[config.mk]
export PLATFORM = sky130hd
export DESIGN_NAME = ercd_decoder
export DESIGN_NICKNAME = d
export VERILOG_FILES = /design/src/common/ercd_pkg.sv /design/src/logic/ercd_decoder.sv
export SDC_FILE = /design/constraint.sdc
export NUM_CORES = 1
export LEC_CHECK = 0
export ABC_AREA = 1
export BUFFER_PORTS_ARGS = -buffer_cell sky130_fd_sc_hd__buf_2
export CAP_MARGIN = 0
export CORE_AREA = 2 2 177 179
export CTS_CLUSTER_SIZE = 14
export DETAILED_ROUTE_END_ITERATION = 12
export DIE_AREA = 0 0 179 181
export PLACE_DENSITY = 0.7
export SETUP_SLACK_MARGIN = 0.1
export SLEW_MARGIN = 25
export SYNTH_ARGS = -nofsm -noshare
export SYNTH_HDL_FRONTEND = slang
export SYNTH_HIERARCHICAL = 1
export SYNTH_SLANG_ARGS = --single-unit
[constraint.sdc]
create_clock -name clock -period 2.2 [get_ports clock]
set_input_delay 0.11 -clock clock [delete_from_list [all_inputs] [get_ports clock]]
set_output_delay 0.11 -clock clock [all_outputs]
set_load 0.01 [all_outputs]
[src/common/ercd_pkg.sv]
// constants and carrier types for the escaped register command decoder
package ercd_pkg;
  // framing byte values
  localparam logic [7:0] HDR_BYTE = 8'hff;
  localparam logic [7:0] ESC_BYTE = 8'hfe;
  localparam logic [7:0] ACK_BYTE = 8'h06;
  localparam logic [7:0] NACK_BYTE = 8'h15;
  localparam logic [7:0] RSV_LOW = 8'hf0;
  localparam logic [7:0] LIT_MAX = 8'hef;
  localparam logic [7:0] BIT7_MASK = 8'h80;
  localparam logic [7:0] SIZE_NONE = 8'h00;
  // decoded command field holds at most this many bytes
  localparam int FIELD_MAX = 32;
  localparam logic [5:0] FIELD_MAX_CNT = 6'h20;
  localparam logic [5:0] READ_LEN = 6'h01;
  // reply shapes
  localparam logic [1:0] REPLY_SHORT = 2'h1;
  localparam logic [1:0] REPLY_READ = 2'h3;
  // escape run state
  localparam logic [1:0] ESC_NONE = 2'h0;
  localparam logic [1:0] ESC_ONE = 2'h1;
  localparam logic [1:0] ESC_TWO = 2'h2;
  // response fifo shape
  localparam int BYTE_W = 8;
  localparam int TX_FIFO_DEPTH = 4;
  // serial line defaults of the uart around this block
  localparam int UART_BAUD = 9600;
  localparam int CLOCK_HZ = 25000000;

  // one access to the register store
  typedef struct packed {
    logic write;
    logic commit;
    logic [7:0] addr;
    logic [7:0] data;
  } ercd_req_t;

  // answer of the register store
  typedef struct packed {
    logic ok;
    logic [7:0] data;
  } ercd_rsp_t;

  typedef enum logic [2:0] {
    ST_IDLE, ST_SIZE, ST_FIELD, ST_CHECK, ST_COMMIT, ST_REPLY
  } ercd_state_t;
endpackage

[src/logic/ercd_decoder.sv]
// escaped register command decoder with its response byte fifo

// shift register fifo; outputs come straight from flops
module ercd_fifo #(
  parameter int WIDTH = 8,
  parameter int DEPTH = 4
) (
  // clock and reset
  input wire logic clock,
  input wire logic rstN,
  // filling side
  input wire logic inValid,
  input wire logic [WIDTH-1:0] inData,
  output logic inReady,
  // draining side
  output logic outValid,
  output logic [WIDTH-1:0] outData,
  input wire logic outReady
);
  localparam int CW = $clog2(DEPTH + 1);
  logic [CW-1:0] count_q;
  logic [CW-1:0] count_d;
  logic [WIDTH-1:0] mem_q [DEPTH];
  logic push;
  logic pop;
  assign push = inValid && inReady;
  assign pop = outValid && outReady;
  // occupancy next value
  always_comb begin
    count_d = count_q;
    if (push && !pop) begin
      count_d = count_q + CW'(1);
    end else if (pop && !push) begin
      count_d = count_q - CW'(1);
    end
  end
  // flags registered so the top outputs stay flop driven
  always_ff @(posedge clock or negedge rstN) begin
    if (!rstN) begin
      count_q <= '0;
      outValid <= 1'b0;
      inReady <= 1'b1;
    end else begin
      count_q <= count_d;
      outValid <= count_d != '0;
      inReady <= count_d != CW'(DEPTH);
    end
  end
  // entry 0 is the head; a pop shifts everything one place down
  for (genvar i = 0; i < DEPTH; i++) begin : gEntry
    always_ff @(posedge clock) begin
      if (pop) begin
        if (push && CW'(i) == count_q - CW'(1)) begin
          mem_q[i] <= inData;
        end else if (i < DEPTH - 1) begin
          mem_q[i] <= mem_q[(i < DEPTH - 1) ? i + 1 : i];
        end
      end else if (push && CW'(i) == count_q) begin
        mem_q[i] <= inData;
      end
    end
  end
  assign outData = mem_q[0];
endmodule

module ercd_decoder (
  // clock and reset
  input wire logic clock,
  input wire logic rst_n,
  // bytes from the uart receiver, same clock
  input wire logic rxValid,
  input wire logic [7:0] rxData,
  // register store
  output ercd_pkg::ercd_req_t storeReq,
  output logic storeReqValid,
  input wire ercd_pkg::ercd_rsp_t storeRsp,
  input wire logic storeRspValid,
  // reply bytes to the uart transmitter
  output logic txValid,
  output logic [7:0] txData,
  input wire logic txReady
);
  import ercd_pkg::*;
  logic [1:0] rstPipe_q;
  logic rstSyncN;
  ercd_state_t state_q;
  logic [1:0] escCnt_q;
  logic [1:0] escCnt_d;
  logic [5:0] decCnt_q;
  logic ovf_q;
  logic [7:0] remaining_q;
  logic [7:0] lastDec_q;
  logic [7:0] fieldMem_q [FIELD_MAX];
  logic [5:0] fieldLen_q;
  logic [4:0] idx_q;
  logic [7:0] replyBuf_q [3]; // written before every reply, so left out of reset
  logic [1:0] replyLen_q;
  logic [1:0] replyIdx_q;
  logic wroteAny_q;
  logic emitByte;
  logic [7:0] decByte;
  logic isHdr;
  logic frameEnd;
  logic goodEnd;
  logic isWrite;
  logic lastIdx;
  logic pushValid;
  logic pushReady;
  logic [7:0] pushData;
  // reset released through two flops so all flops leave reset together
  always_ff @(posedge clock or negedge rst_n) begin
    if (!rst_n) begin
      rstPipe_q <= 2'b00;
    end else begin
      rstPipe_q <= {rstPipe_q[0], 1'b1};
    end
  end
  assign rstSyncN = rstPipe_q[1];
  // headers are honoured only while receiving; during execution bytes are dropped
  assign isHdr = rxValid && rxData == HDR_BYTE && state_q inside {ST_IDLE, ST_SIZE, ST_FIELD};
  assign frameEnd = state_q == ST_FIELD && rxValid && !isHdr && remaining_q == 8'h01;
  // a dangling escape or an oversize field is malformed and gets no reply
  assign goodEnd = frameEnd && emitByte && !ovf_q && decCnt_q != FIELD_MAX_CNT;
  assign isWrite = fieldLen_q != READ_LEN;
  assign lastIdx = {1'b0, idx_q} == fieldLen_q - 6'h01;
  // byte unescaping; a third escape in a row starts a fresh run
  always_comb begin
    emitByte = 1'b0;
    decByte = rxData;
    escCnt_d = escCnt_q;
    if (state_q == ST_FIELD && rxValid && !isHdr) begin
      if (rxData == ESC_BYTE) begin
        escCnt_d = (escCnt_q == ESC_TWO) ? ESC_ONE : escCnt_q + ESC_ONE;
      end else begin
        emitByte = 1'b1;
        escCnt_d = ESC_NONE;
        case (escCnt_q)
          ESC_ONE: decByte = rxData ^ BIT7_MASK;
          ESC_TWO: decByte = (rxData >= RSV_LOW) ? rxData ^ BIT7_MASK : rxData;
          default: decByte = rxData;
        endcase
      end
    end
  end
  // field counters; escape run, decoded count and overflow flag cleared by every header
  always_ff @(posedge clock or negedge rstSyncN) begin
    if (!rstSyncN) begin
      escCnt_q <= ESC_NONE;
      decCnt_q <= '0;
      ovf_q <= 1'b0;
      remaining_q <= '0;
      lastDec_q <= '0;
    end else if (isHdr) begin
      escCnt_q <= ESC_NONE;
      decCnt_q <= '0;
      ovf_q <= 1'b0;
    end else if (state_q == ST_SIZE && rxValid) begin
      remaining_q <= rxData;
    end else if (state_q == ST_FIELD && rxValid) begin
      escCnt_q <= escCnt_d;
      remaining_q <= remaining_q - 8'h01;
      if (emitByte) begin
        lastDec_q <= decByte;
        if (decCnt_q == FIELD_MAX_CNT) begin
          ovf_q <= 1'b1;
        end else begin
          decCnt_q <= decCnt_q + 6'h01;
        end
      end
    end
  end
  // decoded field bytes; nothing reaches the store until the field ends
  always_ff @(posedge clock) begin
    if (emitByte && decCnt_q != FIELD_MAX_CNT) begin
      fieldMem_q[decCnt_q[4:0]] <= decByte;
    end
  end

  // frame sequencing, store accesses and reply building
  always_ff @(posedge clock or negedge rstSyncN) begin
    if (!rstSyncN) begin
      state_q <= ST_IDLE;
      fieldLen_q <= '0;
      idx_q <= '0;
      storeReqValid <= 1'b0;
      storeReq <= '0;
      replyLen_q <= '0;
      replyIdx_q <= '0;
      wroteAny_q <= 1'b0;
    end else begin
      unique case (state_q)
        ST_IDLE: begin
          if (isHdr) begin
            state_q <= ST_SIZE;
            wroteAny_q <= 1'b0;
          end
        end
        ST_SIZE: begin
          if (rxValid && !isHdr) begin
            state_q <= (rxData == SIZE_NONE) ? ST_IDLE : ST_FIELD;
          end
        end
        ST_FIELD: begin
          if (isHdr) begin
            state_q <= ST_SIZE;
            wroteAny_q <= 1'b0;
          end else if (frameEnd) begin
            state_q <= goodEnd ? ST_CHECK : ST_IDLE;
            fieldLen_q <= decCnt_q + 6'h01;
            idx_q <= (decCnt_q == '0) ? 5'h00 : 5'h01;
          end
        end
        ST_CHECK, ST_COMMIT: begin
          if (!storeReqValid) begin
            storeReqValid <= 1'b1;
            storeReq.write <= isWrite;
            storeReq.commit <= state_q == ST_COMMIT;
            storeReq.addr <= isWrite ? 8'(fieldMem_q[0] + {3'h0, idx_q} - 8'h01) : fieldMem_q[0] ^ BIT7_MASK;
            storeReq.data <= fieldMem_q[idx_q];
          end else if (storeRspValid) begin
            storeReqValid <= 1'b0;
            if (state_q == ST_COMMIT) begin
              wroteAny_q <= 1'b1;
            end
            if (state_q == ST_CHECK && !storeRsp.ok) begin
              replyBuf_q[0] <= NACK_BYTE;
              replyLen_q <= REPLY_SHORT;
              state_q <= ST_REPLY;
            end else if (!isWrite) begin
              replyBuf_q[0] <= ACK_BYTE;
              replyBuf_q[1] <= storeReq.addr;
              replyBuf_q[2] <= storeRsp.data;
              replyLen_q <= REPLY_READ;
              state_q <= ST_REPLY;
            end else if (!lastIdx) begin
              idx_q <= idx_q + 5'h01;
            end else if (state_q == ST_CHECK) begin
              // every target proved writable before the first commit
              idx_q <= 5'h01;
              state_q <= ST_COMMIT;
            end else begin
              replyBuf_q[0] <= ACK_BYTE;
              replyLen_q <= REPLY_SHORT;
              state_q <= ST_REPLY;
            end
          end
        end
        ST_REPLY: begin
          // a full fifo stalls the reply here
          if (pushReady) begin
            if (replyIdx_q == replyLen_q - 2'h1) begin
              replyIdx_q <= '0;
              state_q <= ST_IDLE;
            end else begin
              replyIdx_q <= replyIdx_q + 2'h1;
            end
          end
        end
      endcase
    end
  end

  assign pushValid = state_q == ST_REPLY;
  assign pushData = replyBuf_q[replyIdx_q];

  ercd_fifo #(
    .WIDTH(BYTE_W),
    .DEPTH(TX_FIFO_DEPTH)
  ) uTxFifo (
    .clock(clock),
    .rstN(rstSyncN),
    .inValid(pushValid),
    .inData(pushData),
    .inReady(pushReady),
    .outValid(txValid),
    .outData(txData),
    .outReady(txReady)
  );
endmodule

Word-level counts from Yosys, hierarchy flattened
Memory sizes are Yosys's and may differ from the RTL's. A register that Yosys moved wholly into a read port is not among the register bits.
Index checks and enable logic that the tools add are counted.
{"block": "totals", "n_memories": 3, "elab_cells": 263, "register_bits": 53, "in_bits": 22, "ram_bits": 312, "out_inout_bits": 28}
{"name": "fieldMem_q", "depth": 32, "word_bits": 8, "read_ports": 2, "rd_clocked_by_memory_dff": 1, "write_ports": 1, "line_no": "ercd_decoder.sv:93", "text": "logic [7:0] fieldMem_q [FIELD_MAX];"}
{"name": "uTxFifo.mem_q", "depth": 4, "word_bits": 8, "read_ports": 4, "rd_clocked_by_memory_dff": 0, "write_ports": 4, "line_no": "ercd_decoder.sv:23", "text": "logic [WIDTH-1:0] mem_q [DEPTH];"}
{"name": "replyBuf_q", "depth": 3, "word_bits": 8, "read_ports": 1, "rd_clocked_by_memory_dff": 0, "write_ports": 3, "line_no": "ercd_decoder.sv:96", "text": "logic [7:0] replyBuf_q [3];"}
{"block": "op_classes", "reduce_logical": 57, "n_mux": 122, "n_eq_ne": 39, "addsub": 11, "order_cmp": 1, "bitwise": 13}
{"operator": "$mux 8", "n": 15}
{"operator": "$mux 1", "n": 65}
{"operator": "$mux 5", "n": 8}
{"operator": "$mux 3", "n": 13}
{"operator": "$mux 6", "n": 5}
{"operator": "$logic_and 1x1->1", "n": 27}
{"operator": "$mux 2", "n": 13}
{"operator": "$ne 2x2->1 const B", "n": 11}
{"operator": "$eq 8x8->1 const B", "n": 2}
{"operator": "$pmux 8 s2", "n": 1}
{"operator": "$reduce_and 8->1", "n": 2}
{"operator": "$sub 8x1->8 const B", "n": 2}
{"operator": "$pmux 3 s5", "n": 1}
{"operator": "$eq 2x3->1 const A", "n": 4}
{"operator": "$reduce_bool 2->1", "n": 6}
{"operator": "$pmux 5 s2", "n": 1}
{"operator": "$logic_not 3->1", "n": 3}
{"operator": "$ne 3x3->1 const B", "n": 3}
{"operator": "$or 1x1->1", "n": 9}
{"operator": "$add 8x5->8", "n": 1}
{"operator": "$eq 8x1->1 const B", "n": 1}
{"operator": "$ge 8x8->1 const B", "n": 1}
{"operator": "$logic_not 8->1", "n": 1}
{"operator": "$reduce_and 4->1", "n": 2}
{"operator": "30 further kinds", "n": 46}

Longest topological paths before layout
{"block": "logic_depth", "depth_word": 13, "mapped_depth": 16, "mapped_depth_nobuf": 15}

Hierarchy
Netlist, hierarchy kept.
{"module": "ercd_decoder", "cells_each": 1354, "area_per_inst_um2": 14457.6, "seq_area_each_um2": 9609.2, "n_inst": 1}
{"module": "ercd_fifo", "cells_each": 174, "area_per_inst_um2": 1843.0, "seq_area_each_um2": 1087.3, "n_inst": 1}

Worst setup path after synthesis
Ideal clock, no wire load.
{"block": "synth_path", "path_kind": "flip-flop to flip-flop", "startpoint": "register state_q[0]", "endpoint": "memory fieldMem_q[0][7], data pin", "stages_incl_launch_ff": 6, "required_time_ns": 1.746, "synth_period_minus_slack_ns": 2.819, "slack_ns": -0.619, "n_path_buf": 1, "arrival_time_ns": 2.365, "setup_ns": 0.454, "path_cell_list": "dfrtp_1 nor3_4 and2_1 buf_4 nand2_1 o21ai_0"}
{"block": "synth_between", "elab_chain_cells": 6, "word_cells_on_any_way": 9, "cone_classes": "eq/ne (2); mux (1); reduce/logical (6)"}
{"element": "start, declared", "line_no": "ercd_decoder.sv:86", "text": "ercd_state_t state_q;"}
{"element": "start signal, assigned", "line_no": "ercd_decoder.sv:200", "text": "state_q <= (rxData == SIZE_NONE) ? ST_IDLE : ST_FIELD;"}
{"element": "start signal, assigned", "line_no": "ercd_decoder.sv:208", "text": "state_q <= goodEnd ? ST_CHECK : ST_IDLE;"}
{"element": "$eq 3x1->1, or another cell as far along", "line_no": "ercd_decoder.sv:120", "text": "assign isHdr = rxValid && rxData == HDR_BYTE && state_q inside {ST_IDLE, ST_SIZE, ST_FIELD};"}
{"element": "$reduce_bool 3->1", "line_no": "ercd_decoder.sv:120"}
{"element": "$logic_and 1x1->1", "line_no": "ercd_decoder.sv:120"}
{"element": "$logic_not 1->1", "line_no": "ercd_decoder.sv:131", "text": "if (state_q == ST_FIELD && rxValid && !isHdr) begin"}
{"element": "$logic_and 1x1->1 (*)", "line_no": "ercd_decoder.sv:131"}
{"element": "$mux 8 (*)", "line_no": "ercd_decoder.sv:131"}
{"element": "net decByte[7]", "line_no": "ercd_decoder.sv:101", "text": "logic [7:0] decByte;"}
{"element": "end, declared", "line_no": "ercd_decoder.sv:93"}
The timed path passes the listed nets; every way through them passes the cells marked *.

Worst setup path in the final report
{"block": "layout_path", "startpoint": "register idx_q[0]", "endpoint": "register storeReq[15] (netlist name)"}
{"block": "layout_between", "elab_chain_cells": 3}
{"element": "start, declared", "line_no": "ercd_decoder.sv:95", "text": "logic [4:0] idx_q;"}
{"element": "start signal, assigned", "line_no": "ercd_decoder.sv:210", "text": "idx_q <= (decCnt_q == '0) ? 5'h00 : 5'h01;"}
{"element": "start signal, assigned", "line_no": "ercd_decoder.sv:236", "text": "idx_q <= idx_q + 5'h01;"}
{"element": "$add 8x5->8", "line_no": "ercd_decoder.sv:218", "text": "storeReq.addr <= isWrite ? 8'(fieldMem_q[0] + {3'h0, idx_q} - 8'h01) : fieldMem_q[0] ^ BIT7_MASK;"}
{"element": "$sub 8x1->8", "line_no": "ercd_decoder.sv:218"}
{"element": "$mux 8", "line_no": "ercd_decoder.sv:218"}
{"element": "end, declared", "line_no": "ercd_decoder.sv:74", "text": "output ercd_pkg::ercd_req_t storeReq,"}
No other way between the ends.
A chain may end at the register's enable or synchronous reset.

==> flow_metrics.env <==
export IMPL_status="completed"
export IMPL_yosysWarnings=6
export IMPL_avgSynthCellArea_um2=10.67
export IMPL_grt_setup_unrepaired="true"
export IMPL_layout_commonest_cell="nand2_1"
export IMPL_p_switching_w=0.008388
export IMPL_grt_pass1_wl_um=60380
export IMPL_drt_pass1_iter_count=6
export IMPL_final_hold_viol_count=0
export IMPL_hpwl_um=23640
export IMPL_clk_path_buf_depth=3
export IMPL_relSlewSlack=0.4363
export IMPL_setup_worst_path_end_class="register"
export IMPL_nFillCells=2281
export IMPL_setup_violations=0
export IMPL_crit_fanout=3
export IMPL_io_buffers=49
export IMPL_dr_total_vias=11720
export IMPL_clk_latency_ns=0.53
export IMPL_synthDistinctLibCells=51
export IMPL_fin_setup_tns_ns=0
export IMPL_synth_top_flop_cell="edfxtp_1"
export IMPL_cp_required_ns=2.62
export IMPL_cts_root_buf="clkbuf_16"
export IMPL_grt_pass1_vias=11320
export IMPL_power_density_mw_per_mm2=1210
export IMPL_crit_type="register to register"
export IMPL_tightestPinTransition_ns=0.8455
export IMPL_vias_per_cell=5.676
export IMPL_fin_skew_ns=0.01224
export IMPL_drt_iter0_drc=1216
export IMPL_fin_crit_sh=0.9439
export IMPL_fin_area_mm2=0.01923
export IMPL_area_growth_pct=17.98
export IMPL_min_path_type="primary input to register"
export IMPL_syn_nets=1580
export IMPL_p_seq_frac=0.374
export IMPL_grt_usage=0.2411
export IMPL_async_reset_ff_frac=0.1662
export IMPL_pin_count=50
export IMPL_rows=64
export IMPL_cellLeakagePower_nw=7.463
export IMPL_comb_power_share=0.343
export IMPL_antenna_found_initial=1
export IMPL_swShare=0.3603
export IMPL_drive_gt1_frac=0.1721
export IMPL_die_h_um=181
export IMPL_fp_dieW_um=179
export IMPL_cap_violations=0
export IMPL_clock_sinks=367
export IMPL_synth_seq_cells=367
export IMPL_clk_pin_slew_ns=0.06
export IMPL_cts_tree="built"
export IMPL_nNetsFinal=1690
export IMPL_max_freq_mhz=481.6
export IMPL_core_area_mm2=0.03035
export IMPL_ant_nets=0
export IMPL_cp_arrival_ns=2.50
export IMPL_overflow=0
export IMPL_grt_max_degree=142
export IMPL_die_area_mm2=0.03240
export IMPL_synthCells=1528
export IMPL_min_period_ns=2.077
export IMPL_p_int_w=0.01489
export IMPL_startpoint_type="register"
export IMPL_h_tree_depth=2
export IMPL_finalCoreUtilization=0.6337
export IMPL_wirelength_um=39790
export IMPL_place_area_mm2=0.01735
export IMPL_ys_seq_area_frac=0.6562
export IMPL_clkPwrFrac=0.282
export IMPL_start_util=0.5371
export IMPL_power_w=0.02328
export IMPL_mostFrequentLayoutCells="335 x nand2_1, 304 x edfxtp_1, 151 x nor2_1"
export IMPL_syn_area_mm2=0.01630
export IMPL_cts_buffers=38
export IMPL_synth_edf_count=304
export IMPL_wl_per_cell_um=19.28
export IMPL_max_vdd_ir_drop_mv=0.7553
export IMPL_num_antenna_cells=0
export IMPL_finalMaxSlewViolations=0
export IMPL_drc=0
export IMPL_place_gp_congestion=0.8550
[critical path: stages, from the launching register on]
cell	delay, ns
dfrtp_4	0.50
inv_4	0.12
ha_2	0.18
inv_2	0.04
ha_4	0.15
inv_2	0.05
fa_2	0.22
inv_2	0.04
nand4_1	0.07
o211ai_1	0.15
buf_4	0.17
o21ai_1	0.11
nand2_1	0.06
nand3_1	0.07
nand2_1	0.05
[routing by layer]
metal,routed length [µm],GRT usage,vias up
met5,0,0,-
met4,840,0.07415,0
met3,3091,0.03830,78
met2,19530,0.3986,491
met1,16330,0.3284,5623
li1,-,-,5523
[synthesized netlist by cell type, drive strengths merged, types with 7 or more instances]
cell	number	area, µm²
xor2	9	78.83
a21oi	24	120.1
clkbuf	47	176.4
nand4	10	68.81
dfrtp	60	1501
inv	101	381.6
nand2	346	1344
nor2	184	700.7
nand3	103	558.0
ha	29	362.9
o22ai	61	381.6
buf	29	186.4
edfxtp	304	9129
o21ai	169	872.1
o211ai	7	52.55
[power by group through the flow]
stage | sequential [W] | clock [W] | combinational (W)
final | 0.00872 | 0.00657 | 0.00799
after global routing | 0.00879 | 0.00692 | 0.00886
after CTS | 0.00871 | 0.00663 | 0.00747
after detailed placement | 0.00885 | 0 | 0.00734
after global placement | 0.00883 | 0 | 0.00719
after floorplan | 0.00882 | 0 | 0.00508
[registers in the layout (all words and copies together) (netlist names), 2 cells and up]
signal	count
escCnt_q	2
remaining_q	8
replyIdx_q	2
storeReq	18
uTxFifo/mem_q	32
uTxFifo/count_q	3
rstPipe_q	2
decCnt_q	6
replyLen_q	2
replyBuf_q	18
state_q	3
fieldLen_q	6
idx_q	5
fieldMem_q	256
[per-stage QoR]
step / std cells / hold WS (ns) / setup slack, ns
after global routing: 2064 / 0.06058 / -0.02199
after CTS: 2048 / 0.002182 / -0.07640
after floorplan: 1528 / -0.1856 / 0.01440
after detailed placement: 1966 / -0.08914 / -0.06107
final: 2064 / 0.01600 / 0.1234
after global placement: 1966 / -0.09144 / -0.04597
[path summary, 6_finish.rpt]
path | from | endpoint | slack [ns] | depth (start not counted)
max | idx_q[0] | storeReq[15] | 0.12 | 14
min | rxData[7] | remaining_q[7] | 0.02 | 3
max reg2reg | idx_q[0] | storeReq[15] | 0.12 | 14
min reg2reg | rstPipe_q[0] | rstPipe_q[1] | 0.35 | 0
max in group asynchronous | rstPipe_q[1] | idx_q[0] | 1.05 | 1
min in group asynchronous | rst_n | rstPipe_q[1] | 0.45 | 3
[area by class of cell]
cell class,count,area (µm²),share of cell area
timing repair buffer,145,1211,0.06298
clock buffer,46,1012,0.05264
tap,396,495.5,0.02576
sequential,367,10710,0.5567
inverter,103,394.1,0.02049
multi-input combinational,983,5144,0.2675
clock inverter,24,269.0,0.01399
[logic make-up after synthesis]
family,share of synthesized area
compound gates,0.09487
xor+xnor,0.006985
fa+ha+maj,0.02349
buf+inv,0.04613
flops,0.6562
other cells,0.0002301
simple gates,0.1721
[repair_timing]
| item | CTS | global route |
|---|---|---|
| resized for setup | 22 | 48 |
| hold endpoints to repair | 12 | 0 |
| cloned | 0 | 3 |
| hold buffers | 11 | 0 |
| buffers inserted | 1 | 13 |
| setup endpoints to repair | 246 | 266 |
| pin swaps | 1 | 17 |
No activity file was read; power rests on OpenSTA's default activity.
